`src/logic/timer16_pkg.sv`:
```
// Shared constants, types and helpers for the 16-bit timer core
package timer16_pkg;

    localparam int          BYTE_W         = 8;
    localparam int          CNT_W          = 16;
    localparam int          PRE_W          = 10;
    localparam int          FILTER_SAMPLES = 4;

    // Count limits and fixed ceilings
    localparam logic [15:0] COUNT_MAX      = 16'hFFFF;
    localparam logic [15:0] COUNT_FLOOR    = 16'h0000;
    localparam logic [15:0] TOP_8BIT       = 16'h00FF;
    localparam logic [15:0] TOP_9BIT       = 16'h01FF;
    localparam logic [15:0] TOP_10BIT      = 16'h03FF;

    // Reset values
    localparam logic [15:0] COUNT_RESET    = 16'h0000;
    localparam logic [15:0] CAPTURE_RESET  = 16'h0000;
    localparam logic [7:0]  LATCH_RESET    = 8'h00;
    localparam logic [7:0]  RDATA_RESET    = 8'h00;
    localparam logic [9:0]  PRE_RESET      = 10'h000;

    // Bit positions in the flag byte
    localparam int          FLAG_OVERFLOW_BIT = 0;
    localparam int          FLAG_CAPTURE_BIT  = 5;

    // Clock-select codes
    localparam logic [2:0]  CS_STOP        = 3'h0;
    localparam logic [2:0]  CS_DIV1        = 3'h1;
    localparam logic [2:0]  CS_DIV8        = 3'h2;
    localparam logic [2:0]  CS_DIV64       = 3'h3;
    localparam logic [2:0]  CS_DIV256      = 3'h4;
    localparam logic [2:0]  CS_DIV1024     = 3'h5;
    localparam logic [2:0]  CS_EXT_FALL    = 3'h6;
    localparam logic [2:0]  CS_EXT_RISE    = 3'h7;

    localparam logic [3:0]  WM_NORMAL      = 4'h0;

    typedef enum logic [2:0] {
        ADDR_COUNT_LOW    = 3'h0,
        ADDR_COUNT_HIGH   = 3'h1,
        ADDR_CAPTURE_LOW  = 3'h2,
        ADDR_CAPTURE_HIGH = 3'h3,
        ADDR_IRQ_FLAGS    = 3'h4
    } cpu_addr_t;

    typedef struct packed {
        logic       rd;
        logic       wr;
        cpu_addr_t  addr;
        logic [7:0] wdata;
    } cpu_req_t;

    typedef struct packed {
        logic [2:0] clk_sel;
        logic [1:0] wave_mode_lo;
        logic [1:0] wave_mode_hi;
        logic       capture_filter_enable;
        logic       edge_rising;
        logic       comparator_capture_select;
        logic       capture_irq_enable;
        logic       overflow_irq_enable;
    } timer_cfg_t;

    typedef enum logic {
        DIR_UP   = 1'b0,
        DIR_DOWN = 1'b1
    } count_dir_t;

    // Modes whose ceiling is the capture register
    function automatic logic capture_is_top(input logic [3:0] mode);
        return (mode == 4'h8) || (mode == 4'hA) || (mode == 4'hC) || (mode == 4'hE);
    endfunction : capture_is_top

    // Modes that count up then down
    function automatic logic dual_slope(input logic [3:0] mode);
        return (mode >= 4'h1 && mode <= 4'h3) || (mode >= 4'h8 && mode <= 4'hB);
    endfunction : dual_slope

    // Single-slope modes whose overflow fires at the ceiling instead of at max
    function automatic logic overflow_at_top(input logic [3:0] mode);
        return (mode >= 4'h5 && mode <= 4'h7) || (mode == 4'hE) || (mode == 4'hF);
    endfunction : overflow_at_top

    function automatic logic [15:0] ceiling_of(input logic [3:0] mode, input logic [15:0] cap);
        logic [15:0] top;
        top = COUNT_MAX;
        if (capture_is_top(mode)) begin
            top = cap;
        end else if (mode[1:0] == 2'h1 && (mode == 4'h1 || mode == 4'h5)) begin
            top = TOP_8BIT;
        end else if (mode == 4'h2 || mode == 4'h6) begin
            top = TOP_9BIT;
        end else if (mode == 4'h3 || mode == 4'h7) begin
            top = TOP_10BIT;
        end
        return top;
    endfunction : ceiling_of

endpackage : timer16_pkg

```
`src/logic/edge_sampler.sv`:
```
// Pin synchroniser, optional four-sample filter and edge detector
`timescale 1ns/1ps
`default_nettype none
module edge_sampler
    import timer16_pkg::*;
(
    input  wire logic i_clk_sys,
    input  wire logic i_rstn,
    input  wire logic i_raw,
    input  wire logic i_enable,
    input  wire logic i_filter_en,
    output logic      o_rise,
    output logic      o_fall
);

    typedef struct packed {
        logic       s1;
        logic       s2;
        logic       s3;
        logic       level;
        logic [3:0] hist;
        logic       filt;
        logic       rise;
        logic       fall;
    } smp_state_t;

    smp_state_t r;
    smp_state_t r_nxt;

    always_comb begin
        r_nxt      = r;
        r_nxt.s1   = i_raw;
        r_nxt.s2   = r.s1;
        r_nxt.s3   = r.s2;
        r_nxt.rise = 1'b0;
        r_nxt.fall = 1'b0;
        // A change counts only once the second and third stages agree
        if (r.s2 == r.s3) begin
            r_nxt.level = r.s3;
        end
        if (i_enable) begin
            r_nxt.hist = {r.hist[2:0], r.level};
            if (!i_filter_en) begin
                r_nxt.filt = r.level;
            end else if (r.hist == {FILTER_SAMPLES{r.hist[0]}}) begin
                r_nxt.filt = r.hist[0];
            end
            r_nxt.rise = r_nxt.filt & ~r.filt;
            r_nxt.fall = ~r_nxt.filt & r.filt;
        end
    end

    always_ff @(posedge i_clk_sys) begin
        if (!i_rstn) begin
            r <= '0;
        end else begin
            r <= r_nxt;
        end
    end

    assign o_rise = r.rise;
    assign o_fall = r.fall;
endmodule : edge_sampler
`default_nettype wire

```
`src/logic/timer16_count_capture_core.sv`:
```
// 16-bit timer core: counter, byte access through a shared latch, input capture
// Notes on behaviour
// - Clock-select picks tick source; zero stops counting.
// - CPU access any time; write beats count.
// - High-byte access uses latch; low read loads it.
// - Low-byte write loads whole counter at once.
// - Counter clears, increments or decrements per tick.
// - Wave mode split across control registers A/B.
// - Overflow flag set per mode; can interrupt.
// - Ceiling and floor indications; clear zeros counter.
// - Edge copies counter to capture, sets flag.
// - Capture flag interrupts; cleared by ack or one.
// - Capture low read loads latch with high byte.
// - Capture writable only when it is ceiling.
// - Select bit switches trigger to comparator output.
// - Capture inputs sampled like external count pin.
// - Filter moves only after four equal samples.
// - Filter adds four system-clock cycles delay.
// - Capture input off in capture-ceiling modes.
// - Driving the pin port triggers a capture.
// - Each capture overwrites the previous value.
// - Maximum is 0xFFFF, floor is 0x0000.
// - Other timer reads leave the latch alone.
`timescale 1ns/1ps
`default_nettype none
module timer16_count_capture_core
    import timer16_pkg::*;
(
    input  wire logic       i_clk_sys,
    input  wire logic       i_rstn,
    input  wire cpu_req_t   i_cpu,
    input  wire timer_cfg_t i_cfg,
    input  wire logic       i_capture_irq_ack,
    input  wire logic       i_overflow_irq_ack,
    input  wire logic       i_capture_pin,
    input  wire logic       i_port_out,
    input  wire logic       i_port_dir,
    input  wire logic       i_comparator_output,
    input  wire logic       i_external_count_pin,
    output logic [7:0]      o_cpu_rdata,
    output logic [15:0]     o_timer_count,
    output logic [15:0]     o_capture_value,
    output logic            o_capture_flag,
    output logic            o_overflow_flag,
    output logic            o_capture_irq,
    output logic            o_overflow_irq,
    output logic            o_ceiling_hit,
    output logic            o_floor_hit
);

    typedef struct packed {
        logic [15:0] count;
        logic [15:0] capture;
        logic [7:0]  latch;
        logic        capture_flag;
        logic        overflow_flag;
        count_dir_t  dir;
        logic [9:0]  prescale;
        logic [7:0]  rdata;
        logic        ceiling_hit;
        logic        floor_hit;
        logic        capture_irq;
        logic        overflow_irq;
    } core_state_t;

    core_state_t r;
    core_state_t r_nxt;

    logic       cap_raw;
    logic       cap_rise;
    logic       cap_fall;
    logic       ext_rise;
    logic       ext_fall;
    logic [3:0] wave_mode_field;
    logic       cap_top_mode;
    logic [15:0] ceiling;
    logic       tick;
    logic       cap_event;
    logic       wr_count_low;
    logic       wr_capture_low;
    logic       cap_clear;
    logic       ovf_clear;
    logic       ovf_set;

    assign wave_mode_field = {i_cfg.wave_mode_hi, i_cfg.wave_mode_lo};
    assign cap_top_mode    = capture_is_top(wave_mode_field);
    assign ceiling         = ceiling_of(wave_mode_field, r.capture);

    // Comparator select replaces the pin; a driven port reflects its output latch
    assign cap_raw = i_cfg.comparator_capture_select ? i_comparator_output
                   : (i_port_dir ? i_port_out : i_capture_pin);

    edge_sampler u_capture_sampler (
        .i_clk_sys   (i_clk_sys),
        .i_rstn      (i_rstn),
        .i_raw       (cap_raw),
        .i_enable    (!cap_top_mode),
        .i_filter_en (i_cfg.capture_filter_enable),
        .o_rise      (cap_rise),
        .o_fall      (cap_fall)
    );

    // Same sampler without filter, so both paths carry equal delay while the capture filter is off
    edge_sampler u_count_sampler (
        .i_clk_sys   (i_clk_sys),
        .i_rstn      (i_rstn),
        .i_raw       (i_external_count_pin),
        .i_enable    (1'b1),
        .i_filter_en (1'b0),
        .o_rise      (ext_rise),
        .o_fall      (ext_fall)
    );

    function automatic logic tick_of(input logic [2:0] sel, input logic [9:0] pre,
                                     input logic rise, input logic fall);
        logic t;
        t = 1'b0;
        unique case (sel)
            CS_STOP:     t = 1'b0;
            CS_DIV1:     t = 1'b1;
            CS_DIV8:     t = (pre[2:0] == 3'h7);
            CS_DIV64:    t = (pre[5:0] == 6'h3F);
            CS_DIV256:   t = (pre[7:0] == 8'hFF);
            CS_DIV1024:  t = (pre == 10'h3FF);
            CS_EXT_FALL: t = fall;
            CS_EXT_RISE: t = rise;
        endcase
        return t;
    endfunction : tick_of

    assign tick = tick_of(i_cfg.clk_sel, r.prescale, ext_rise, ext_fall);

    assign cap_event = !cap_top_mode
                     && (i_cfg.edge_rising ? cap_rise : cap_fall);

    assign wr_count_low   = i_cpu.wr && (i_cpu.addr == ADDR_COUNT_LOW);
    assign wr_capture_low = i_cpu.wr && (i_cpu.addr == ADDR_CAPTURE_LOW) && cap_top_mode;

    assign cap_clear = i_capture_irq_ack
                     || (i_cpu.wr && i_cpu.addr == ADDR_IRQ_FLAGS && i_cpu.wdata[FLAG_CAPTURE_BIT]);
    assign ovf_clear = i_overflow_irq_ack
                     || (i_cpu.wr && i_cpu.addr == ADDR_IRQ_FLAGS && i_cpu.wdata[FLAG_OVERFLOW_BIT]);

    always_comb begin
        r_nxt             = r;
        r_nxt.ceiling_hit = 1'b0;
        r_nxt.floor_hit   = 1'b0;
        ovf_set           = 1'b0;

        // The prescaler idles while stopped so a restart begins a full period
        if (i_cfg.clk_sel == CS_STOP) begin
            r_nxt.prescale = PRE_RESET;
        end else begin
            r_nxt.prescale = r.prescale + 10'h001;
        end

        if (tick) begin
            r_nxt.ceiling_hit = (r.count == ceiling);
            r_nxt.floor_hit   = (r.count == COUNT_FLOOR);
            if (dual_slope(wave_mode_field)) begin
                if (r.dir == DIR_UP) begin
                    if (r.count >= ceiling) begin
                        r_nxt.dir   = DIR_DOWN;
                        r_nxt.count = r.count - 16'h0001;
                    end else begin
                        r_nxt.count = r.count + 16'h0001;
                    end
                end else if (r.count == COUNT_FLOOR) begin
                    r_nxt.dir   = DIR_UP;
                    r_nxt.count = r.count + 16'h0001;
                    ovf_set     = 1'b1;
                end else begin
                    r_nxt.count = r.count - 16'h0001;
                end
            end else begin
                r_nxt.dir = DIR_UP;
                if (r.count >= ceiling) begin
                    r_nxt.count = COUNT_FLOOR;
                    ovf_set     = overflow_at_top(wave_mode_field)
                                || (r.count == COUNT_MAX);
                end else begin
                    r_nxt.count = r.count + 16'h0001;
                end
            end
        end

        // A CPU write overrides any count or clear in the same cycle
        if (wr_count_low) begin
            r_nxt.count = {r.latch, i_cpu.wdata};
        end

        if (cap_event) begin
            r_nxt.capture = r.count;
        end else if (wr_capture_low) begin
            r_nxt.capture = {r.latch, i_cpu.wdata};
        end

        // Set beats clear so an event in the clearing cycle is kept
        r_nxt.capture_flag  = cap_event || (r.capture_flag && !cap_clear);
        r_nxt.overflow_flag = ovf_set || (r.overflow_flag && !ovf_clear);
        r_nxt.capture_irq   = r_nxt.capture_flag && i_cfg.capture_irq_enable;
        r_nxt.overflow_irq  = r_nxt.overflow_flag && i_cfg.overflow_irq_enable;

        // Latch holds between accesses so one high byte may serve several writes
        if (i_cpu.wr && (i_cpu.addr == ADDR_COUNT_HIGH || i_cpu.addr == ADDR_CAPTURE_HIGH)) begin
            r_nxt.latch = i_cpu.wdata;
        end else if (i_cpu.rd && i_cpu.addr == ADDR_COUNT_LOW) begin
            r_nxt.latch = r.count[15:8];
        end else if (i_cpu.rd && i_cpu.addr == ADDR_CAPTURE_LOW) begin
            r_nxt.latch = r.capture[15:8];
        end

        if (i_cpu.rd) begin
            unique case (i_cpu.addr)
                ADDR_COUNT_LOW:    r_nxt.rdata = r.count[7:0];
                ADDR_COUNT_HIGH:   r_nxt.rdata = r.latch;
                ADDR_CAPTURE_LOW:  r_nxt.rdata = r.capture[7:0];
                ADDR_CAPTURE_HIGH: r_nxt.rdata = r.latch;
                ADDR_IRQ_FLAGS: begin
                    r_nxt.rdata                    = 8'h00;
                    r_nxt.rdata[FLAG_CAPTURE_BIT]  = r.capture_flag;
                    r_nxt.rdata[FLAG_OVERFLOW_BIT] = r.overflow_flag;
                end
                // Unused codes read zero and never touch the latch
                default:           r_nxt.rdata = 8'h00;
            endcase
        end
    end

    always_ff @(posedge i_clk_sys) begin
        if (!i_rstn) begin
            r.count         <= COUNT_RESET;
            r.capture       <= CAPTURE_RESET;
            r.latch         <= LATCH_RESET;
            r.capture_flag  <= 1'b0;
            r.overflow_flag <= 1'b0;
            r.dir           <= DIR_UP;
            r.prescale      <= PRE_RESET;
            r.rdata         <= RDATA_RESET;
            r.ceiling_hit   <= 1'b0;
            r.floor_hit     <= 1'b0;
            r.capture_irq   <= 1'b0;
            r.overflow_irq  <= 1'b0;
        end else begin
            r <= r_nxt;
        end
    end

    assign o_cpu_rdata     = r.rdata;
    assign o_timer_count   = r.count;
    assign o_capture_value = r.capture;
    assign o_capture_flag  = r.capture_flag;
    assign o_overflow_flag = r.overflow_flag;
    assign o_capture_irq   = r.capture_irq;
    assign o_overflow_irq  = r.overflow_irq;
    assign o_ceiling_hit   = r.ceiling_hit;
    assign o_floor_hit     = r.floor_hit;
endmodule : timer16_count_capture_core
`default_nettype wire

```
`config.mk`:
```
export PLATFORM = sky130hd
export DESIGN_NAME = timer16_count_capture_core
export DESIGN_NICKNAME = d
export VERILOG_FILES = /design/src/logic/timer16_pkg.sv /design/src/logic/edge_sampler.sv /design/src/logic/timer16_count_capture_core.sv
export SDC_FILE = /design/constraint.sdc
export NUM_CORES = 1
export LEC_CHECK = 0
export BUFFER_PORTS_ARGS = -buffer_cell sky130_fd_sc_hd__buf_2
export CAP_MARGIN = 20
export CORE_MARGIN = 1
export CORE_UTILIZATION = 58
export CTS_CLUSTER_DIAMETER = 100
export DETAILED_ROUTE_END_ITERATION = 6
export GPL_TIMING_DRIVEN = 0
export PLACE_DENSITY = 0.86
export SETUP_SLACK_MARGIN = 0.02
export SLEW_MARGIN = 20
export SYNTH_ARGS = -nofsm -noshare
export SYNTH_HDL_FRONTEND = slang
export SYNTH_SLANG_ARGS = --single-unit
```
`constraint.sdc`:
```
create_clock -name i_clk_sys -period 3.3 [get_ports i_clk_sys]
set_clock_uncertainty 0.15 [all_clocks]
set_input_delay 0.165 -clock i_clk_sys [delete_from_list [all_inputs] [get_ports i_clk_sys]]
set_output_delay 0.165 -clock i_clk_sys [all_outputs]
set_load 0.05 [all_outputs]
```
==> Yosys cells after proc, flatten, opt, wreduce, memory -nomap -nowiden <==
Index checks and enable logic that the tools add are counted.
{ "totals": {"regBits": 83, "in_bits": 34, "out_inout_bits": 46, "wordCells": 157} }
{ "op_classes": {"addsub": 3, "order_cmp": 7, "n_eq_ne": 32, "mux": 33, "bitwise_logic": 9, "n_reduce_logical": 46} }
{ "op_table": {"columns": ["operator", "count"], "rows": [
  ["2-to-1 mux 16 bit", 13],
  ["case mux 8 bit (4 select lines)", 1],
  ["2-to-1 mux 8 bit", 3],
  ["== test 4 bit (second input constant)", 5],
  ["== test 3 bit (second input constant)", 6],
  ["logical AND 1 bit", 18],
  ["adder 16 x 1 -> 16 bit (second input constant)", 1],
  ["== test 16 bit", 1],
  ["== test 16 bit (second input constant)", 1],
  [">= comparator 16 bit", 1],
  ["zero test 16 bit", 1],
  ["subtractor 16 x 1 -> 16 bit (second input constant)", 1],
  ["logical OR 1 bit", 15],
  ["2-to-1 mux 1 bit", 15],
  ["== test 3 x 2 -> 1 bit (second input constant)", 4],
  ["== test 4 x 3 -> 1 bit (second input constant)", 3],
  ["adder 10 x 1 -> 10 bit (second input constant)", 1],
  ["== test 10 bit (second input constant)", 1],
  ["== test 4 x 2 -> 1 bit (second input constant)", 2],
  ["== test 8 bit (second input constant)", 1],
  ["case mux 1 bit (8 select lines)", 1],
  ["== test 3 x 1 -> 1 bit (second input constant)", 2],
  ["== test 6 bit (second input constant)", 1],
  ["zero test 3 bit", 2],
  ["17 further kinds", 30]
]} }

==> Depth between registers and ports, before layout <==
{ "logic_depth": {"depth_word": 12, "mapped_depth": 12, "mapped_depth_nobuf": 10} }

==> Cells and area by module <==
Synthesis repeated with hierarchy kept, for this count alone.
{ "hier_totals": {"hier_cells": 719, "area_unflattened_um2": 5711.7} }
{ "by_module_without_submodules": {"columns": ["mod", "instances", "cells_per_inst", "area_each_um2", "seq_area_each_um2"], "rows": [
  ["timer16_count_capture_core", 1, 633, 4850.9, 1301.2],
  ["edge_sampler", 2, 43, 430.4, 220.2]
]} }

==> Worst setup path before layout <==
No wires, ideal clock.
{ "synth_path": {"path_type": "input to register", "startpoint": "input i_cfg[7] (netlist bit)", "endpoint": "register r, in the netlist o_timer_count[14]", "setup_ns": 0.120, "t_arrival_ns": 2.710, "required_time_ns": 3.030, "path_slack_ns": 0.321, "cell_stages": 12, "path_buffers": 2, "cell_sequence": "nand2b_1 > clkbuf_1 > nor2_1 > ha_1 > a211oi_1 > o221ai_1 > o2bb2ai_1 > nor4_2 > or2_2 > buf_2 > nor3_1 > o31a_1"} }
{ "synth_via": {"elab_chain_len": 12, "elab_cells_between_ends": 36, "cone_classes": "5 x order compare; 11 x eq/ne; 10 x mux; 10 x reduce/logical"} }
{ "synth_lines": {"columns": ["item", "line_no", "rtl"], "rows": [
  ["start: declaration", "timer16_count_capture_core.sv:32", "input wire timer_cfg_t i_cfg,"],
  ["== test 4 x 2 -> 1 bit / == test 4 x 3 -> 1 bit (equally long branches)", "timer16_pkg.sv:94", "end else if (mode == 4'h3 || mode == 4'h7) begin"],
  ["logical OR 1 bit", "timer16_pkg.sv:94", null],
  ["2-to-1 mux 16 bit", "timer16_pkg.sv:94", null],
  ["2-to-1 mux 16 bit", "timer16_pkg.sv:92", "end else if (mode == 4'h2 || mode == 4'h6) begin"],
  ["2-to-1 mux 16 bit", "timer16_pkg.sv:90", "end else if (mode[1:0] == 2'h1 && (mode == 4'h1 || mode == 4'h5)) begin"],
  ["2-to-1 mux 16 bit", "timer16_pkg.sv:88", "if (capture_is_top(mode)) begin"],
  [">= comparator 16 bit", "timer16_count_capture_core.sv:162, timer16_count_capture_core.sv:177", null],
  ["2-to-1 mux 16 bit", "timer16_count_capture_core.sv:162", "if (r.count >= ceiling) begin"],
  ["2-to-1 mux 16 bit", "timer16_count_capture_core.sv:161", "if (r.dir == DIR_UP) begin"],
  ["2-to-1 mux 16 bit (*)", "timer16_count_capture_core.sv:160", "if (dual_slope(wave_mode_field)) begin"],
  ["2-to-1 mux 16 bit (*)", "timer16_count_capture_core.sv:157", "if (tick) begin"],
  ["2-to-1 mux 16 bit (*)", "timer16_count_capture_core.sv:188", "if (wr_count_low) begin"],
  ["end signal: assignment", "timer16_count_capture_core.sv:245", "r <= r_nxt;"],
  ["end: declaration", "timer16_count_capture_core.sv:66", "core_state_t r;"]
]} }
Every way passes the cells marked *; elsewhere a longest branch is shown, timed or not. The select of a mux whose other input is x is not followed.
A chain may end at the register's enable or synchronous reset.

==> Worst setup path after layout <==
{ "layout_path": {"startpoint": "register r, in the netlist o_timer_count[0]", "endpoint": "register r, in the netlist o_timer_count[1]"} }
{ "layout_via": {"elab_chain_len": 6, "elab_cells_between_ends": 11, "cone_classes": "2 x add/sub; 1 x order compare; 7 x mux; 1 x reduce/logical"} }
{ "layout_lines": {"columns": ["item", "line_no"], "rows": [
  ["adder 16 x 1 -> 16 bit (tied with other cells)", "timer16_count_capture_core.sv:166, timer16_count_capture_core.sv:170, timer16_count_capture_core.sv:182"],
  ["2-to-1 mux 16 bit, on equally long branches", "timer16_count_capture_core.sv:162, timer16_count_capture_core.sv:168"],
  ["2-to-1 mux 16 bit", "timer16_count_capture_core.sv:161"],
  ["2-to-1 mux 16 bit (*)", "timer16_count_capture_core.sv:160"],
  ["2-to-1 mux 16 bit (*)", "timer16_count_capture_core.sv:157"],
  ["2-to-1 mux 16 bit (*)", "timer16_count_capture_core.sv:188"]
]} }
Marks and branches as above.

==> metrics.txt <==
CTS Sinks 83; FF+latch count, synth 83; DP HPWL 13200 um; largest net degree at the start of global routing 17; Max Freq 0.316 GHz; GP Congestion 0.963; All-Layer GR Usage 0.373; Hold Path Depth 4; Clock Power Share 0.362; Slowest-stage cell, CP dfxtp_1; Layout Nets 831; share of layout cells above drive strength 1 0.236; final period utilization 0.960; worst hold endpoint o_cpu_rdata[5]; CP Launch Type register; max incr delay on CP 520 ps; kind of critical path register to register; hold path start i_cpu[10]; CTS Root Buffer Type clkbuf_8; simple-gate share of the synthesized area 0.233; Die Height 98.5 um; Leakage 2.85 nW; Comb pwr share 0.237; Yosys top cell by area dfxtp_1; total gr overflow 0; number of global-route vias before repair 5251; xor-xnor portion of the synthesized cell area 0.0357; # DRC 6; vias per inst 6.41; MaxCap Viol Count 0; Die Width 98.5 um; final setup fails 0; RSZ-0062 raised after global routing no; Synth Area in Adders 0.0487; worst skew pair latency 380 ps; Most used DFF post-synth dfxtp_1; average instance area after synthesis 8.06 sq um; CP top delay family compound AO/OA/AOI/OAI gates; Antenna Nets Post-Route 0; CP Capture Type register; IO Port Bufs 77; Core Box Area 8850 sq um; Slew headroom 0.433; Arr. time, crit path 3300 ps; Flop pwr share 0.401; flop2flop setup slack 130 ps; CTS max path bufs 2; Synth Area in Compound Gates 0.199; Synth top area share 0.308; Int Power 1.79 mW; Sw Ratio 0.335; Hold Crit Class input port to register; Crit path required time 3430 ps; post-synthesis async set-or-reset flop share 0; post-synth net total 725; initial antenna violation count 0; number of enable flip-flop cells after synthesis 0; Final min period 3170 ps; WL final 18000 um; Final Hold Fails 0; clock-pin slew on the worst setup and hold paths 100 ps; Crit Path Max Fanout 9; Inserted Diodes 0; status finished, violations left; r2r startpoint o_timer_count[0]; first-pass GRT wire length 27800 um; largest family of logic cells by synthesized area simple AND/OR/NAND/NOR gates; Ports 80; Pwr Total 2.69 mW; Ys Warns 0; DR vias 5695; Seq/Total Area, Yosys 0.308; Synth Cell Area 5400 sq um; CTS tree yes; Worst Tran Pin Value 847 ps; TNS Setup 0 ps; mux cell area share after synthesis 0.0693; number of buffers created by CTS 9; PwrDens 422 nW/um^2; First-pass DRT Iterations 7; Area Growth Syn to Fin 18.1%; cells along the critical path inv_1, ha_1, nand4_1, o221ai_1, o2bb2ai_1, nor3_4, and2_0, clkbuf_1, a221oi_1, a311oi_1; Initial Util 0.610; routed len/inst 20.2 um; Rows 34; Pins Over Slew Limit 0; Worst R2R Path Depth 10; reg2reg end o_timer_count[1]; fill count 692; 1st-iter DRT viols 502; Distinct cells, synth 76; Synth area leaders dfxtp_1 31%, nor2_1 6.5%, mux2i_1 6.3%; NetSw 0.900 mW; failing checks design-rule violations; VDD IR-drop max 282 uV; H-tree depth 3; WP buf/inv 2; cell count after synthesis 670; Die ar. 9700 sq um
layout make-up:
type,count,area [sq um],area share
timing repair buffer,95,556,0.0871
sequential,83,1660,0.261
clock inverter,7,130,0.0204
multi-input combinational,489,3190,0.500
tap,108,135,0.0212
inverter,14,52.6,0.00824
buffer,84,528,0.0828
clock buffer,9,124,0.0194
tightest hold or removal path, stage by stage:
cell and delay, ps:
buf_2 120, o211ai_1 100, o21ai_0 70, nor2_1 40
flip-flops by register name, indices dropped and copies added, names as in the netlist, 5 cells and up:
signal,flops
o_capture_value,16
o_timer_count,16
r,19
u_capture_sampler.r,9
u_count_sampler.r,5
o_cpu_rdata,8
placed cells by master, fill, tap and decap left out, drive strengths merged, types with 16 or more instances in the layout:
cell	count
dfxtp	83
a211oi	23
mux2i	34
nand3	16
clkbuf	37
buf	135
nor3	28
a21oi	40
nor2	94
ha	21
inv	18
nand2	43
o21ai	40
and2	16
cells by family after synthesis:
kind of cell | after synthesis
AO/OA/AOI/OAI | 159
XOR/XNOR | 22
adder cells (fa/ha/maj) | 21
buffers and inverters | 98
flip-flops | 83
multiplexers | 37
AND/OR/NAND/NOR | 250
cells in the mapped netlist (4+ instances only):
library cell	n
nor2_1	94
dfxtp_1	83
nand2_1	42
buf_4	41
a21oi_1	40
o21ai_0	40
mux2i_1	34
clkbuf_1	28
nor3_1	24
a211oi_1	21
ha_1	21
nand3_1	16
and2_1	14
inv_1	13
xnor2_1	13
xor2_1	9
a221oi_1	8
nand4_1	8
nor4_1	7
buf_2	6
or3_1	6
o22ai_1	5
or2_2	5
and3_1	4
nand2b_1	4
nor2b_1	4
o211ai_1	4
layer usage:
metal  wire [um]  part of all wire  GRT usage
met2        8070              0.45      0.609
met1        7250              0.40      0.491
met3        1960              0.11     0.0660
met4         716             0.040      0.148
met5           0                 0          0
through the flow:
| step | std cells | worst slack [ps] | util | instance area (sq um) | hold slack [ps] |
|---|---|---|---|---|---|
| floorplan | 670 | 321 | - | 5400 | 137 |
| global placement | 855 | -622 | 0.669 | 5920 | 219 |
| detailed placement | 855 | -633 | 0.669 | 5920 | 229 |
| CTS | 886 | 63.0 | 0.715 | 6330 | 2.10 |
| global route | 889 | 32.4 | 0.721 | 6380 | 13.5 |
| finish | 889 | 132 | 0.721 | 6380 | 1.12 |
power groups by stage:
stage          Combinational (mW)  Clock (mW)  Sequential (mW)
6_report                    0.637       0.973             1.08
5_1_grt                     0.679        1.01             1.08
4_1_cts                     0.612       0.967             1.08
3_5_place_dp                0.593           0             1.10
3_3_place_gp                0.581           0             1.10
2_1_floorplan               0.438           0             1.08
worst max-delay path by stage:
stage	slack [ps]	to	startpoint	cells past startpoint
3_5_place_dp	-630	o_timer_count[14]	i_cfg[7]	13
6_report	130	o_timer_count[1]	o_timer_count[0]	10
5_1_grt	30	o_timer_count[8]	o_timer_count[0]	11
4_1_cts	60	o_timer_count[14]	o_timer_count[0]	10
3_3_place_gp	-620	o_timer_count[14]	i_cfg[7]	13
2_1_floorplan	320	o_timer_count[14]	i_cfg[7]	12
repair_timing:
action,in CTS,in global routing
hold buffers,14,0
endpoints found under the hold margin,13,0
setup endpoints to repair,14,11
pin swaps,1,2
setup buffers,1,3
resized for setup,3,10
Power figures use the tool's default switching activity.
